File: src/common/shfl_defs.vh
/*
  constants for the sync-header-stream fec link receiver (host side).
  assumes 64b/66b blocks already block-aligned and descrambling done elsewhere.
*/
`ifndef SHFL_DEFS_VH
`define SHFL_DEFS_VH

// sync header mode select codes driven to the device
`define SHFL_SHM_CRC   2'h0
`define SHFL_SHM_FEC   2'h2

// parity generator
`define SHFL_PAR_W     26
`define SHFL_POLY      26'h0220211
`define SHFL_DATA_W    64

// multiblock framing
`define SHFL_MB_LAST   5'h1f
`define SHFL_PILOT     5'h01
`define SHFL_END_OF_EXT_MULTIBLOCK_FLAG_POS 9

// fifo
`define SHFL_FIFO_DEPTH 8

// buffer release states
`define SHFL_ST_IDLE   2'h0
`define SHFL_ST_WAIT   2'h1
`define SHFL_ST_BUF    2'h2
`define SHFL_ST_REL    2'h3

`endif

File: src/hw/shfl_fifo.v
/*
  flip-flop fifo with valid/ready on both sides and a synchronous clear.
  assumes one clock; depth is a power of two.
*/
`timescale 1ns/1ps
module shfl_fifo #(
  parameter W  = 64,
  parameter D  = 8,
  parameter AW = 3
) (
  // clock and reset
  input  wire         clk_sys,
  input  wire         sys_rst,
  input  wire         clr,
  // write side
  input  wire         in_valid,
  input  wire [W-1:0] in_data,
  output wire         in_ready,
  // read side
  output wire         out_valid,
  output wire [W-1:0] out_data,
  input  wire         out_ready
);
  reg  [W-1:0] mem [0:D-1];
  reg  [AW:0]  wr_ptr;
  reg  [AW:0]  rd_ptr;
  wire         empty;
  wire         full;

  assign empty     = (wr_ptr == rd_ptr);
  assign full      = (wr_ptr[AW] != rd_ptr[AW]) && (wr_ptr[AW-1:0] == rd_ptr[AW-1:0]);
  assign in_ready  = !full;
  assign out_valid = !empty;
  assign out_data  = mem[rd_ptr[AW-1:0]];

  always @(posedge clk_sys)
  begin
    if (in_valid && !full)
    begin
      mem[wr_ptr[AW-1:0]] <= in_data;
    end
  end

  always @(posedge clk_sys)
  begin
    if (sys_rst || clr)
    begin
      wr_ptr <= {(AW+1){1'b0}};
      rd_ptr <= {(AW+1){1'b0}};
    end
    else
    begin
      if (in_valid && !full)
      begin
        wr_ptr <= wr_ptr + {{AW{1'b0}}, 1'b1};
      end
      if (out_ready && !empty)
      begin
        rd_ptr <= rd_ptr + {{AW{1'b0}}, 1'b1};
      end
    end
  end
endmodule // shfl_fifo

File: src/hw/shfl_rx_host.v
/*
  host-side receiver for one lane of a 64b/66b link in fec sync header mode:
  drives the device's enable, mode, pre-emphasis and reference pulse, checks
  sync header stream framing and fec syndromes, and releases the lane buffer.
  assumes blocks arrive block-aligned, one per accepted cycle, descrambled
  data excluded from nothing (parity runs on scrambled data as delivered).
*/
// What this block does
// - syndrome compare, zero means error free
// - confirm pilot over several multiblocks first
// - detection latency at least 58 blocks
// - align all, buffer from next emb start
// - release at local_ext_multiblock_clock edge plus delay
// - release point avoids arrival-variation region
// - header errors in window drop block lock
// - pilot errors in window drop mb lock
// - end_of_ext_multiblock_flag errors in window redo emb align
// - reference pulse restores local_ext_multiblock_clock after pilot or flag loss, not after a header drop
// - change link parameters only while disabled
// - reference pulse phases local_ext_multiblock_clock both ends; sysref_pulse here drives the device end only, local tick is an input
`timescale 1ns/1ps
`include "shfl_defs.vh"
module shfl_rx_host #(
  parameter       PE_W        = 4,
  parameter       RBD_W       = 8,
  parameter [7:0] EMB_E       = 8'h01,
  parameter [7:0] MB_CONFIRM  = 8'h03,
  parameter [7:0] HDR_WIN     = 8'h40,
  parameter [7:0] HDR_ERR_MAX = 8'h04,
  parameter [7:0] MB_WIN      = 8'h08,
  parameter [7:0] MB_ERR_MAX  = 8'h02,
  parameter [7:0] EMB_WIN     = 8'h08,
  parameter [7:0] EMB_ERR_MAX = 8'h02
) (
  // clock and reset
  input  wire                     clk_sys,
  input  wire                     sys_rst,
  // user commands
  input  wire                     cmd_enable,
  input  wire                     cmd_fec,
  input  wire [PE_W-1:0]          cmd_preemph,
  input  wire [RBD_W-1:0]         cmd_rbd,
  // device control pins
  output reg                      link_enable,
  output wire [1:0]               sync_header_mode_select,
  output reg  [PE_W-1:0]          serializer_preemphasis_level,
  output reg                      sysref_pulse,
  // local extended multiblock clock edge
  input  wire                     local_ext_multiblock_clock_tick,
  // lane blocks in
  input  wire                     blk_valid,
  input  wire [1:0]               blk_hdr,
  input  wire [`SHFL_DATA_W-1:0]  blk_data,
  output wire                     blk_ready,
  // released data out
  output wire                     out_valid,
  output wire [`SHFL_DATA_W-1:0]  out_data,
  input  wire                     out_ready,
  // status
  output reg                      blk_lock,
  output reg                      mb_lock,
  output reg                      emb_lock,
  output wire                     released,
  output reg  [`SHFL_PAR_W-1:0]   syndrome,
  output reg                      syndrome_valid,
  output reg                      fec_error,
  output reg                      realign_req
);
  reg                     cfg_fec;
  reg  [RBD_W-1:0]        cfg_rbd;
  reg  [31:0]             sh;
  reg  [4:0]              mb_cnt;
  reg  [`SHFL_PAR_W-1:0]  par_acc;
  reg  [`SHFL_PAR_W-1:0]  prev_par;
  reg                     par_have;
  reg  [7:0]              mb_conf;
  reg  [7:0]              hdr_win_cnt;
  reg  [7:0]              hdr_err_cnt;
  reg  [7:0]              mb_win_cnt;
  reg  [7:0]              mb_err_cnt;
  reg  [7:0]              emb_cnt;
  reg  [7:0]              emb_win_cnt;
  reg  [7:0]              emb_err_cnt;
  reg  [1:0]              st;
  reg                     rel_run;
  reg  [RBD_W-1:0]        rel_cnt;
  reg                     align_lost;
  wire                    rx_rst;
  wire                    acc;
  wire                    hdr_ok;
  wire [31:0]             next_sh;
  wire                    mb_end;
  wire                    pilot_ok;
  wire [`SHFL_PAR_W-1:0]  next_par;
  wire [`SHFL_PAR_W-1:0]  rx_par;
  wire                    end_of_ext_multiblock_flag;
  wire                    emb_last;
  wire [7:0]              hdr_err_sum;
  wire                    fifo_in_ready;
  wire                    fifo_out_valid;
  wire                    buffering;

  // serial lfsr unrolled over one block, msb of the data first
  function [`SHFL_PAR_W-1:0] fec_step;
    input [`SHFL_PAR_W-1:0]  s_in;
    input [`SHFL_DATA_W-1:0] d;
    integer                  i;
    reg   [`SHFL_PAR_W-1:0]  s;
    reg                      fb;
    begin
      s = s_in;
      for (i = `SHFL_DATA_W - 1; i >= 0; i = i - 1)
      begin
        fb = s[`SHFL_PAR_W-1] ^ d[i];
        s  = {s[`SHFL_PAR_W-2:0], 1'b0} ^ (fb ? `SHFL_POLY : {`SHFL_PAR_W{1'b0}});
      end
      fec_step = s;
    end
  endfunction

  // the device is held in reset while disabled, so the receiver follows it
  assign rx_rst    = sys_rst || !link_enable;
  assign buffering = (st == `SHFL_ST_BUF) || (st == `SHFL_ST_REL);
  // outside buffering blocks are consumed and dropped, so alignment never stalls
  assign blk_ready = buffering ? fifo_in_ready : 1'b1;
  assign acc       = blk_valid && blk_ready;
  assign hdr_ok    = blk_hdr[0] ^ blk_hdr[1];
  assign next_sh   = {sh[30:0], blk_hdr[1]};
  assign mb_end    = (mb_cnt == `SHFL_MB_LAST);
  assign pilot_ok  = (next_sh[4:0] == `SHFL_PILOT);
  assign next_par  = fec_step((mb_cnt == 5'h00) ? {`SHFL_PAR_W{1'b0}} : par_acc, blk_data);
  assign rx_par    = {next_sh[31:10], next_sh[8], next_sh[7:5]};
  assign end_of_ext_multiblock_flag     = next_sh[`SHFL_END_OF_EXT_MULTIBLOCK_FLAG_POS];
  assign emb_last  = (emb_cnt == EMB_E - 8'h01);
  assign hdr_err_sum = hdr_err_cnt + {7'h00, !hdr_ok};
  assign sync_header_mode_select = cfg_fec ? `SHFL_SHM_FEC : `SHFL_SHM_CRC;
  assign released  = (st == `SHFL_ST_REL);
  assign out_valid = fifo_out_valid && released;

  // link parameters latch only while the link is down
  always @(posedge clk_sys)
  begin
    if (sys_rst)
    begin
      link_enable                  <= 1'b0;
      cfg_fec                      <= 1'b0;
      cfg_rbd                      <= {RBD_W{1'b0}};
      serializer_preemphasis_level <= {PE_W{1'b0}};
      sysref_pulse                 <= 1'b0;
    end
    else
    begin
      link_enable <= cmd_enable;
      if (!link_enable)
      begin
        cfg_fec                      <= cmd_fec;
        cfg_rbd                      <= cmd_rbd;
        serializer_preemphasis_level <= cmd_preemph;
      end
      // phase the local_ext_multiblock_clock at start-up and again after pilot or flag framing loss
      sysref_pulse <= (cmd_enable && !link_enable) || align_lost;
    end
  end

  always @(posedge clk_sys)
  begin
    if (rx_rst)
    begin
      sh <= 32'h00000000;
      mb_cnt <= 5'h00;
      par_acc <= {`SHFL_PAR_W{1'b0}};
      prev_par <= {`SHFL_PAR_W{1'b0}};
      par_have <= 1'b0;
      mb_conf <= 8'h00;
      hdr_win_cnt <= 8'h00;
      hdr_err_cnt <= 8'h00;
      mb_win_cnt <= 8'h00;
      mb_err_cnt <= 8'h00;
      emb_cnt <= 8'h00;
      emb_win_cnt <= 8'h00;
      emb_err_cnt <= 8'h00;
      blk_lock <= 1'b0;
      mb_lock <= 1'b0;
      emb_lock <= 1'b0;
      syndrome <= {`SHFL_PAR_W{1'b0}};
      syndrome_valid <= 1'b0;
      fec_error <= 1'b0;
      realign_req <= 1'b0;
      align_lost <= 1'b0;
    end
    else
    begin
      syndrome_valid <= 1'b0;
      realign_req <= 1'b0;
      align_lost <= 1'b0;
      if (acc)
      begin
        sh <= next_sh;
        mb_cnt <= mb_cnt + 5'h01;
        par_acc <= next_par;
        // a lone bad header is tolerated; too many in a window drop everything
        if (hdr_err_sum >= HDR_ERR_MAX)
        begin
          blk_lock <= 1'b0;
          mb_lock <= 1'b0;
          emb_lock <= 1'b0;
          par_have <= 1'b0;
          mb_conf <= 8'h00;
          realign_req <= 1'b1;
          hdr_win_cnt <= 8'h00;
          hdr_err_cnt <= 8'h00;
        end
        else if (hdr_win_cnt == HDR_WIN - 8'h01)
        begin
          if (hdr_err_sum == 8'h00)
          begin
            blk_lock <= 1'b1;
          end
          hdr_win_cnt <= 8'h00;
          hdr_err_cnt <= 8'h00;
        end
        else
        begin
          hdr_win_cnt <= hdr_win_cnt + 8'h01;
          hdr_err_cnt <= hdr_err_sum;
        end
        if (mb_end)
        begin
          prev_par <= next_par;
        end
        // pilot may appear elsewhere in fec mode, so it must repeat in place
        // a header drop in this cycle wins over any lock gained in it
        if (!mb_lock && blk_lock && hdr_err_sum < HDR_ERR_MAX)
        begin
          if (pilot_ok && hdr_ok && mb_end && mb_conf != 8'h00)
          begin
            mb_conf <= mb_conf + 8'h01;
            if (mb_conf + 8'h01 >= MB_CONFIRM)
            begin
              mb_lock <= 1'b1;
              mb_win_cnt <= 8'h00;
              mb_err_cnt <= 8'h00;
            end
          end
          else if (pilot_ok && hdr_ok && mb_conf == 8'h00)
          begin
            mb_cnt <= 5'h00;
            mb_conf <= 8'h01;
          end
          else if (mb_end)
          begin
            mb_conf <= 8'h00;
          end
        end
        else if (mb_lock && mb_end && hdr_err_sum < HDR_ERR_MAX)
        begin
          par_have <= 1'b1;
          // first checked multiblock is never the device's zero-parity one
          if (par_have && cfg_fec)
          begin
            syndrome <= rx_par ^ prev_par;
            syndrome_valid <= 1'b1;
            fec_error <= |(rx_par ^ prev_par);
          end
          if (!pilot_ok && mb_err_cnt + 8'h01 >= MB_ERR_MAX)
          begin
            mb_lock <= 1'b0;
            emb_lock <= 1'b0;
            par_have <= 1'b0;
            mb_conf <= 8'h00;
            align_lost <= 1'b1;
          end
          else if (mb_win_cnt == MB_WIN - 8'h01)
          begin
            mb_win_cnt <= 8'h00;
            mb_err_cnt <= 8'h00;
          end
          else
          begin
            mb_win_cnt <= mb_win_cnt + 8'h01;
            mb_err_cnt <= mb_err_cnt + {7'h00, !pilot_ok};
          end
          if (!emb_lock && (pilot_ok || mb_err_cnt + 8'h01 < MB_ERR_MAX))
          begin
            if (end_of_ext_multiblock_flag)
            begin
              emb_cnt <= 8'h00;
              emb_lock <= 1'b1;
              emb_win_cnt <= 8'h00;
              emb_err_cnt <= 8'h00;
            end
          end
          else
          begin
            emb_cnt <= emb_last ? 8'h00 : emb_cnt + 8'h01;
            // flag wrong, early or missing at the true end counts as an error
            if (end_of_ext_multiblock_flag != emb_last && emb_err_cnt + 8'h01 >= EMB_ERR_MAX)
            begin
              emb_lock <= 1'b0;
              align_lost <= 1'b1;
            end
            else if (end_of_ext_multiblock_flag != emb_last)
            begin
              emb_err_cnt <= emb_err_cnt + 8'h01;
            end
            else if (emb_last && emb_win_cnt == EMB_WIN - 8'h01)
            begin
              emb_win_cnt <= 8'h00;
              emb_err_cnt <= 8'h00;
            end
            else if (emb_last)
            begin
              emb_win_cnt <= emb_win_cnt + 8'h01;
            end
          end
        end
      end
    end
  end

  // buffer start and release; single lane, so all lanes have arrived once this one has
  always @(posedge clk_sys)
  begin
    if (rx_rst || !emb_lock)
    begin
      st <= `SHFL_ST_IDLE;
      rel_run <= 1'b0;
      rel_cnt <= {RBD_W{1'b0}};
    end
    else
    begin
      case (st)
        `SHFL_ST_IDLE:
        begin
          st <= `SHFL_ST_WAIT;
        end
        `SHFL_ST_WAIT:
        begin
          if (acc && mb_end && emb_last && end_of_ext_multiblock_flag)
          begin
            st <= `SHFL_ST_BUF;
          end
        end
        `SHFL_ST_BUF:
        begin
          // the delay value must keep release out of the arrival-variation region
          if ((local_ext_multiblock_clock_tick || rel_run) && ((local_ext_multiblock_clock_tick ? {RBD_W{1'b0}} : rel_cnt) == cfg_rbd))
          begin
            st <= `SHFL_ST_REL;
            rel_run <= 1'b0;
          end
          else if (local_ext_multiblock_clock_tick)
          begin
            rel_run <= 1'b1;
            rel_cnt <= {{(RBD_W-1){1'b0}}, 1'b1};
          end
          else if (rel_run)
          begin
            rel_cnt <= rel_cnt + {{(RBD_W-1){1'b0}}, 1'b1};
          end
        end
        `SHFL_ST_REL:
        begin
          st <= `SHFL_ST_REL;
        end
        default:
        begin
          st <= `SHFL_ST_IDLE;
        end
      endcase
    end
  end

  shfl_fifo #(
    .W  (`SHFL_DATA_W),
    .D  (`SHFL_FIFO_DEPTH),
    .AW (3)
  ) u_fifo (
    .clk_sys   (clk_sys),
    .sys_rst   (rx_rst),
    .clr       (st == `SHFL_ST_IDLE || st == `SHFL_ST_WAIT),
    .in_valid  (blk_valid && buffering),
    .in_data   (blk_data),
    .in_ready  (fifo_in_ready),
    .out_valid (fifo_out_valid),
    .out_data  (out_data),
    .out_ready (out_ready && released)
  );
endmodule // shfl_rx_host
File: config.mk
export PLATFORM = sky130hd
export DESIGN_NAME = shfl_rx_host
export DESIGN_NICKNAME = d
export VERILOG_FILES = /design/src/hw/shfl_fifo.v /design/src/hw/shfl_rx_host.v
export VERILOG_INCLUDE_DIRS = /design/src /design/src/common
export SDC_FILE = /design/constraint.sdc
export NUM_CORES = 1
export LEC_CHECK = 0
export BUFFER_PORTS_ARGS = -buffer_cell sky130_fd_sc_hd__buf_2
export CORE_MARGIN = 10
export CORE_UTILIZATION = 65
export DETAILED_ROUTE_END_ITERATION = 8
export PLACE_DENSITY = 0.84
export SETUP_SLACK_MARGIN = 0.05
export SKIP_CTS_REPAIR_TIMING = 1
export SYNTH_ARGS = -nofsm -noshare
export SYNTH_HDL_FRONTEND = slang
export SYNTH_SLANG_ARGS = --single-unit
File: constraint.sdc
create_clock -name clk_sys -period 14.6 [get_ports clk_sys]
set_clock_uncertainty 0.15 [all_clocks]
set_input_delay 1.46 -clock clk_sys [delete_from_list [all_inputs] [get_ports clk_sys]]
set_output_delay 1.46 -clock clk_sys [all_outputs]
set_load 0.01 [all_outputs]
==> results of run 1 <==
-- worst max path at each step --
stage | start | end | slack [ns] | cells past startpoint
2_1_floorplan | blk_valid | u_fifo.mem[0][0]$_DFFE_PP_ | 7.54 | 4
3_3_place_gp | blk_data[52] | par_acc[24]$_SDFFE_PP0P_ | 9.29 | 11
3_5_place_dp | blk_data[52] | par_acc[24]$_SDFFE_PP0P_ | 9.22 | 11
4_1_cts | mb_cnt[0]$_SDFFE_PP0P_ | par_acc[24]$_SDFFE_PP0P_ | 9.45 | 14
5_1_grt | mb_cnt[0]$_SDFFE_PP0P_ | prev_par[24]$_SDFFE_PP0P_ | 9.17 | 14
6_report | mb_cnt[0]$_SDFFE_PP0P_ | par_acc[24]$_SDFFE_PP0P_ | 9.44 | 14
-- per-stage QoR --
| step | hold WS (ns) | instances | cell area (µm²) | setup WS, ns | utilization (%) |
|---|---|---|---|---|---|
| finish | 0.310 | 2955 | 35100 | 9.44 | 73.9 |
| global route | 0.340 | 2952 | 35100 | 9.17 | 73.9 |
| CTS | 0.308 | 2946 | 35100 | 9.45 | 73.9 |
| detailed placement | 0.304 | 2818 | 32700 | 9.22 | 68.8 |
| global placement | 0.292 | 2818 | 32700 | 9.29 | 68.8 |
| floorplan | 0.263 | 2098 | 31200 | 7.54 | - |
-- cell usage in the layout, fill, tap and decap left out, types with 9 or more instances in the layout --
master,Yosys,final
a211oi_1,39,39
a21oi_1,85,85
a31oi_1,10,10
and3_1,22,21
buf_2,1,190
buf_4,3,16
clkbuf_1,80,14
clkbuf_16,0,76
clkinv_1,0,11
dfxtp_1,223,220
diode_2,0,9
edfxtp_1,512,512
ha_1,22,22
inv_1,17,17
mux2_2,64,64
mux2i_1,18,18
mux4_2,128,128
nand2_1,178,177
nand3_1,29,29
nand4_1,28,28
nor2_1,177,169
nor3_1,18,16
o21ai_0,44,44
xnor2_1,142,142
xnor3_1,31,31
xor2_1,83,83
xor2_2,10,10
-- worst min-delay path, delay by kind of cell (launching register included) --
kind,cells,cell delay [ns]
flip-flops,1,0.31
AND/OR/NAND/NOR,1,0.05
AO/OA/AOI/OAI,1,0.05
-- Yosys cell counts, drive strengths merged (5+ instances only) --
cell type and number:
mux2i 18, inv 17, and2 8, nor4 7, and3 22, a22o 5, nand2 181, nor3 18
mux2 64, a21oi 85, o21ai 50, a211oi 39, clkbuf 80, nand2b 9, xor3 7, nor2 177
or4 5, mux4 128, xnor2 149, nand4 28, dfxtp 223, edfxtp 512, nand3 29, nor2b 6
xnor3 33, a31oi 10, xor2 94, ha 22, buf 22, o21a 8
-- report_power, final --
part	switching, µW	internal, µW	leakage [µW]	total, µW
Clock	766	1130	0.00118	1900
Sequential	18.0	2240	0.00640	2260
Combinational	947	914	0.00424	1860
-- layout make-up --
class | instances | area, µm² | area share (%)
repair buffers | 207 | 1090 | 3.10
diodes | 9 | 22.5 | 0.0641
inverters | 17 | 63.8 | 0.182
multi-input cells | 1244 | 10900 | 31.1
flip-flops and latches | 735 | 19800 | 56.5
well taps | 615 | 769 | 2.19
clock buffers | 98 | 2060 | 5.87
clock inverters | 30 | 359 | 1.02
-- sequential cells by signal (all words and copies together), names as in the netlist, 2 cells and up, named ones only --
register                      cells
u_fifo.mem                      512
sh                               31
par_acc                          26
prev_par                         26
syndrome                         26
cfg_rbd                           8
emb_cnt                           8
emb_err_cnt                       8
emb_win_cnt                       8
hdr_err_cnt                       8
hdr_win_cnt                       8
mb_conf                           8
mb_err_cnt                        8
mb_win_cnt                        8
rel_cnt                           8
mb_cnt                            5
serializer_preemphasis_level      4
u_fifo.rd_ptr                     4
u_fifo.wr_ptr                     4
st                                2
-- per-layer routing --
metal | track usage (%) | share of wire (%) | up-vias
met1 | 34.7 | 39 | 9427
met4 | 9.20 | 2.5 | 4
met3 | 4.02 | 7.6 | 115
met2 | 45.0 | 51 | 914
li1 | - | - | 8173
met5 | 0 | 0.024 | -
-- cells by family after synthesis --
group | after synthesis
XOR/XNOR | 283
AND/OR/NAND/NOR | 510
adder cells (fa/ha/maj) | 22
flip-flops | 735
other | 1
AO/OA/AOI/OAI | 218
buffers and inverters | 119
multiplexers | 210
==> run metrics, run 1 <==
Ports=192; Post-Synth Simple-Gate Area=7.36%; EDFF count, synth=512; crit path cell chain=inv_1 -> ha_1 -> or4b_4 -> nand2_1 -> xor2_2 -> xnor3_1 -> xor3_1 -> xnor3_1 -> xnor3_1 -> xnor3_2 -> xnor2_1 -> xnor3_1 -> nand2_1 -> a21oi_1; Clock Latency Late Sink=0.60 ns; Post-route DRC=0; RSZ-0062 raised after global routing=false; worst vdd ir=0.296 mV; global route overflow=0; Worst-Margin Slew=1.19 ns; WL final=75.7 mm; drt first-iter violations=1,900; Via density=6.31; Synth Cell Area=31,200 µm²; share of layout cells above drive strength 1=23.3%; Worst Hold Depth=2; Crit Path Max Fanout=31; post-route ant nets=0; Hold Path Class=reg2reg; Fin. Hold Viols=0; yosys warns=0; Reg clk slew, reported paths=0.06 ns; Max Clk Rate=0.194 GHz; CTS tree=done; hold path start=par_acc[9]$_SDFFE_PP0P_; critical path class=reg2reg; CTS max path bufs=3; first-pass GRT wire length=115 mm; largest net degree at the start of global routing=111; startpoint of the worst register-to-register path=mb_cnt[0]$_SDFFE_PP0P_; min cycle time layout=5.16 ns; CTS Buf Count=71; Distinct cells, synth=61; IO buf count=190; num rows=80; Die Y=239 µm; LEAKAGE=0.0118 µW; Post-Synth XOR/XNOR Area=10.2%; Mapped Cells=2,098; GPL Wtd Cong=0.914; Overall Power=6020 µW; R2R cell count=14; count of pins over their slew limit=0; gr usage total=26.6%; main combinational cell family by area after synthesis=multiplexers; crit-path leading delay family=XOR/XNOR gates; Area Growth Syn to Fin=12.8%; Yosys top cell area share=49.3%; fin nets=2,383; H-tree lvl count=3; outcome=complete, no violations; post-synth top area cell=edfxtp_1; Crit path required time=14.88 ns; Mean Syn Cell Area=14.9 µm²; flops & latches, synth=735; fin crit share=35.3%; multiplexer share of the synthesized area=12.1%; Hold Path Sink=par_acc[9]$_SDFFE_PP0P_; worst path bufs/invs=1; setup slack, reg-to-reg=9.44 ns; DR WL/cell=25.6 µm; Worst setup EP type=register; routed vias=18,633; Worst path most repeated cell=xnor3_1; Initial Util=65.5%; arrival time worst endpoint=5.44 ns; ys flop type=edfxtp_1; startpoint types=register; Final HPWL DP=46.0 mm; largest cells by area after synthesis=edfxtp_1 49%, dfxtp_1 14%, mux4_2 9.3%; Synth Area in Compound Gates=4.20%; Root Buffer=clkbuf_16; Synth Area in Adders=0.883%; Core Region=47,500 µm²; Setup-failing EPs final=0; PD cells=171 nW/µm²; max-capacitance violation count=0; sequential-to-total area share from yosys stat=63.7%; initial antenna violation count=11; Worst path max stage delay=0.65 ns; DIE AREA=57,100 µm²; Syn Nets=2,205; max_slew headroom=20.9%; worst r2r dst=par_acc[24]$_SDFFE_PP0P_; FFs w/ async S/R, synth=0%; aggregate negative setup slack=0 ns; Initial DRT Pass Iterations=5; vias in the first global route=18,824; Slowest-stage cell, CP=or4b_4; filler cell count=2,822; number of clock sinks=735; Die W=239 µm
Power figures use the tool's default switching activity.
==> run 2: changes to the inputs <==
Settings changed: CORE_UTILIZATION 65 to 61, PLACE_DENSITY 0.84 to 0.8.
Clock period 14.6 ns to 4.8 ns, I/O delays scaled along.
==> run metrics, run 2 (synthesis results as in run 1) <==
Core Region=50,400 µm² (+6.0%); Area Growth Syn to Fin=14.5%; LEAKAGE=0.0121 µW (+2.3%); largest net degree at the start of global routing=108 (-2.7%); startpoint types=register; setup slack, reg-to-reg=0.19 ns (-9.25 ns); Clock Latency Late Sink=0.62 ns (+0.02 ns); Initial DRT Pass Iterations=7 (+2); Via density=6.08 (-3.6%); num rows=82 (+2.5%); RSZ-0062 raised after global routing=true; clock share of power=29.3% (-2.2 points); WL final=76.7 mm (+1.3%); Setup-failing EPs final=0 (unchanged); vias in the first global route=18,854 (+0.16%); Hold Path Class=in2reg; PD cells=533 nW/µm² (+210%); failing checks=hold timing; commonest cells after routing, fill and taps aside=512 x edfxtp_1, 220 x dfxtp_1, 190 x buf_2, 177 x nand2_1, 169 x nor2_1; Net Switching=5390 µW (+210%); Crit Path Max Fanout=8 (-74%); total internal power=13,600 µW (+220%); Crit path required time=5.09 ns (-9.79 ns); global route overflow=0 (unchanged); Area after DPL=33,200 µm² (+1.6%); Post-route DRC=0 (unchanged); DR WL/cell=25.0 µm (-2.2%); met2 Use GR=43.6% (-1.4 points); H-tree lvl count=3 (unchanged); max reg flops=512 (unchanged); M1 GR Usage=33.1% (-1.6 points); combinational share of power=34.4% (+3.5 points); final core occ=70.8% (-3.1 points); outcome=finished, violations left; gr busiest metal=met2; fin crit share=96.1% (+61 points); fin nets=2,441 (+2.4%); fin cells=3,061 (+3.6%); CTS max path bufs=3 (unchanged); worst vdd ir=0.916 mV (+210%); max_slew headroom=35.5% (+15 points); routing usage on met3=3.48% (-0.54 points); Slowest-stage cell, CP=or4b_4; drt first-iter violations=1,836 (-3.4%); number of clock sinks=735 (unchanged); CTS Buf Count=73 (+2.8%); Reg clk slew, reported paths=0.06 ns (about the same); GPL Wtd Cong=0.951 (+4.0%); max-capacitance violation count=0 (unchanged); first-pass GRT wire length=116 mm (+1.3%); Fin Hold WS=-0.0322 ns (-0.342 ns); fin area=35,700 µm² (+1.5%); post-route ant nets=0 (unchanged); filler cell count=3,163 (+12%); Sequential Power Share=36.2% (-1.3 points); DIE AREA=60,500 µm² (+6.0%); Max Clk Rate=0.217 GHz (+12%); Die Y=246 µm (+3.0%); commonest non-fill, non-tap cell in the layout=edfxtp_1; Fin. Hold Viols=6 (+6); IO buf count=190 (unchanged); Worst setup EP type=register; initial antenna violation count=5 (-6); Die W=246 µm (+3.0%); count of pins over their slew limit=0 (unchanged); Ports=192 (unchanged); Sw Ratio=28.4% (-0.40 points); Final HPWL DP=47.9 mm (+4.2%); Worst-Margin Slew=0.965 ns (-0.222 ns); Initial Util=61.9% (-3.7 points); Overall Power=19,000 µW (+220%); share of layout cells above drive strength 1=25.1% (+1.8 points); crit path cell chain=inv_1 -> ha_1 -> or4b_4 -> nand2_1 -> xor2_2 -> xnor3_1 -> xor3_1 -> buf_4 -> xnor2_1 -> xnor3_2 -> xnor3_2 -> xnor2_4 -> xnor2_2 -> xnor2_1 -> a21oi_1; arrival time worst endpoint=4.90 ns (-0.54 ns); gr usage total=25.4% (-1.1 points); CTS tree=done; Root Buffer=clkbuf_16; min cycle time layout=4.61 ns (-0.550 ns); placed insts=2,921 (+3.7%); Worst path max stage delay=0.56 ns (-0.09 ns); critical path class=reg2reg; routed vias=18,609 (-0.13%)
## run 2: cell types whose count changed in the layout (fill, tap and decap cells not counted), moves of 3 or more
cell           delta
buf_4            +42
buf_12            +9
clkinv_1          -8
clkbuf_1          +5
clkbuf_8          -5
dlygate4sd3_1     +5
xnor2_1           -4
inv_6             +3
xnor2_2           +3
## run 2: layout make-up
cell class,count,area (µm²),area share [%]
Tap cell,672,841,2.36
Timing Repair Buffer,263,1640,4.59
Multi-Input combinational cell,1244,11000,30.7
Sequential cell,735,19800,55.6
Inverter,17,63.8,0.179
Clock inverter,26,334,0.936
Antenna cell,7,17.5,0.0491
Clock buffer,97,1970,5.52
## run 2: metrics by stage
step / hold WS [ns] / setup TNS, ns / setup WS [ns]
floorplan: 0.263 / -202.93 / -1.59
global placement: 0.286 / 0 / 0.152
detailed placement: 0.303 / 0 / 0.0848
CTS: -0.0555 / 0 / 0.0455
global route: 0.000347 / 0 / 0.0258
finish: -0.0322 / 0 / 0.189
## run 2: worst max-delay path, delay by kind of cell, from the launching register on
| family | cells | cell delay, ns |
|---|---|---|
| XOR/XNOR | 9 | 2.75 |
| AND/OR/NAND/NOR | 2 | 0.72 |
| flip-flops | 1 | 0.33 |
| buffers and inverters | 2 | 0.23 |
| adder cells (fa/ha/maj) | 1 | 0.13 |
| AO/OA/AOI/OAI | 1 | 0.12 |
## run 2: final timing paths
check,startpoint,end,cells past startpoint
max,mb_cnt[1]$_SDFFE_PP0P_,par_acc[21]$_SDFFE_PP0P_,15
min,cmd_rbd[6],cfg_rbd[6]$_SDFFE_PP0N_,3
max reg2reg,mb_cnt[1]$_SDFFE_PP0P_,par_acc[21]$_SDFFE_PP0P_,15
min reg2reg,sh[1]$_SDFFE_PP0P_,sh[2]$_SDFFE_PP0P_,2
## run 2: per-layer routing
layer	share of wire, %	vias up	wire (µm)
met1	40	9448	30300
met4	2.3	0	1740
li1	-	8283	-
met3	6.3	120	4810
met2	52	758	39800
met5	0	-	0
## run 2: power by group through the flow
stage	sequential [µW]	clock, µW	combinational [µW]
3_5_place_dp	7020	0	6080
3_3_place_gp	7020	0	6000
2_1_floorplan	6990	0	4640
4_1_cts	6890	5650	6160
6_report	6890	5580	6550
5_1_grt	6890	5880	7060
==> run 3: changes to the inputs <==
Settings changed: CAP_MARGIN from default to 20, CORE_UTILIZATION 61 to 65, PLACE_DENSITY 0.8 to 0.84.
Clock period 4.8 ns to 5.55 ns, I/O delays scaled along.
==> run metrics, run 3 (synthesis results as in run 1) <==
H-tree lvl count=3 (unchanged); Hold Path Class=in2reg; count of pins over their slew limit=0 (unchanged); Final HPWL DP=47.2 mm (-1.3%); Die W=239 µm (-2.9%); IO buf count=190 (unchanged); fin crit share=92.3% (-3.7 points); num rows=80 (-2.4%); commonest non-fill, non-tap cell in the layout=edfxtp_1; Die Y=239 µm (-2.9%); multi-input logic area=10,900 µm² (-0.40%); Area Growth Syn to Fin=13.1%; Clock Latency Late Sink=0.61 ns (about the same); DIE AREA=57,100 µm² (-5.7%); DR WL/cell=25.8 µm (+3.2%); Worst-Margin Slew=1.04 ns (+0.0753 ns); routed vias=18,629 (+0.11%); post-route ant nets=0 (unchanged); WL final=76.8 mm (+0.22%); fin cells=2,974 (-2.8%); number of clock sinks=735 (unchanged); Via density=6.26 (+3.0%); Slowest-stage cell, CP=or4b_4; PD cells=446 nW/µm² (-16%); placed insts=2,831 (-3.1%); vias in the first global route=18,812 (-0.22%); share of layout cells above drive strength 1=24.0% (-1.2 points); critical path class=reg2reg; crit path cell chain=inv_1 -> ha_1 -> or4b_4 -> nand2_1 -> xor2_1 -> xnor3_1 -> xor3_1 -> xnor3_1 -> xnor3_1 -> xnor3_2 -> xnor2_1 -> xnor3_1 -> nand2_1 -> a21oi_1; max-capacitance violation count=0 (unchanged); fin area=35,300 µm² (-1.2%); max_slew headroom=30.5% (-5.0 points); first-pass GRT wire length=117 mm (+0.35%); Fin Hold WS=0.0379 ns (+0.0701 ns); drt first-iter violations=1,975 (+7.6%); Crit path required time=5.85 ns (+0.76 ns); R2R cell count=14 (-1); outcome=complete, no violations; Reg clk slew, reported paths=0.07 ns (about the same); crit-path leading delay family=XOR/XNOR gates; Core Region=47,500 µm² (-5.6%); fin nets=2,399 (-1.7%); largest net degree at the start of global routing=83 (-23%); Ports=192 (unchanged); CP Depth=14 (-1); Post-route DRC=0 (unchanged); Critical Path End=par_acc[24]$_SDFFE_PP0P_; Worst setup EP type=register; RSZ-0062 raised after global routing=false; Root Buffer=clkbuf_16; gr usage total=27.2% (+1.7 points); arrival time worst endpoint=5.42 ns (+0.52 ns); commonest cells after routing, fill and taps aside=512 x edfxtp_1, 220 x dfxtp_1, 190 x buf_2, 177 x nand2_1, 169 x nor2_1; Max Clk Rate=0.195 GHz (-10%); Worst path most repeated cell=xnor3_1; LEAKAGE=0.0119 µW (-1.7%); startpoint of the worst register-to-register path=mb_cnt[0]$_SDFFE_PP0P_; Fin. Hold Viols=0 (-6); Crit Path Max Fanout=31 (+23); setup slack, reg-to-reg=0.43 ns (+0.24 ns); startpoint types=register; initial antenna violation count=8 (+3); Setup-failing EPs final=0 (unchanged); global route overflow=0 (unchanged); CTS max path bufs=3 (unchanged); Worst path max stage delay=0.66 ns (+0.10 ns); Initial Util=65.5% (+3.7 points); Area after DPL=32,900 µm² (-1.1%); worst r2r dst=par_acc[24]$_SDFFE_PP0P_; min cycle time layout=5.12 ns (+0.512 ns); max reg flops=512 (unchanged); CTS Buf Count=74 (+1.4%); Initial DRT Pass Iterations=5 (-2); Register Area=19,800 µm² (unchanged); worst vdd ir=0.872 mV (-4.8%); GPL Wtd Cong=0.953 (+0.22%); CTS tree=done; critical path launch point=mb_cnt[0]$_SDFFE_PP0P_; worst path bufs/invs=1 (-1); filler cell count=2,828 (-11%)
run 3: cell types whose count changed in the layout (fill, tap and decap cells not counted), sizes merged:
cell,change
clkinvlp,+2
clkbuf,-7
buf,-38
diode,+3
inv,-3
dlygate4sd3,-5
clkinv,+18
run 3: final cells by class:
type	count	share of cell area, %
Antenna cell	10	0.0710
Clock buffer	90	5.60
Clock inverter	43	1.15
Inverter	17	0.181
Multi-Input combinational cell	1244	31.0
Sequential cell	735	56.3
Tap cell	615	2.18
Timing Repair Buffer	220	3.55
run 3: worst min path at each step:
stage	from	end	slack, ns	cells after the start
finish	cmd_rbd[7]	cfg_rbd[7]$_SDFFE_PP0N_	0.04	3
CTS	cmd_rbd[7]	cfg_rbd[7]$_SDFFE_PP0N_	0.02	3
global placement	align_lost$_SDFF_PP0_	sysref_pulse$_SDFF_PP0_	0.29	2
detailed placement	align_lost$_SDFF_PP0_	sysref_pulse$_SDFF_PP0_	0.28	2
global route	cmd_rbd[2]	cfg_rbd[2]$_SDFFE_PP0N_	0.04	3
floorplan	align_lost$_SDFF_PP0_	sysref_pulse$_SDFF_PP0_	0.26	2
run 3: power by group:
| part | switching, µW | leakage, µW | internal [µW] |
|---|---|---|---|
| Sequential | 55.5 | 0.00640 | 5900 |
| Combinational | 2430 | 0.00432 | 2410 |
| Clock | 2070 | 0.00117 | 2860 |
| Total | 4560 | 0.0119 | 11200 |
run 3: stage by stage:
step,total power [µW],TNS (ns),worst slack (ns),utilization (%)
3_3_place_gp,10700,0,0.600,69.1
5_1_grt,16400,0,0.200,74.1
2_1_floorplan,10100,-106.93,-0.837,-
3_5_place_dp,10800,0,0.483,69.1
6_report,15700,0,0.427,74.2
4_1_cts,15800,0,0.444,74.1
run 3: worst min-delay path, stage by stage:
cell     delay (ns)
buf_2          0.07
mux2i_1        0.05
nor2_1         0.07
run 3: routing by layer:
metal,wire [µm],up-vias,GRT usage [%]
met5,13,-,0
met3,5390,145,4.35
met4,2200,2,9.86
met2,39200,822,45.5
li1,-,8217,-
met1,30000,9443,35.6
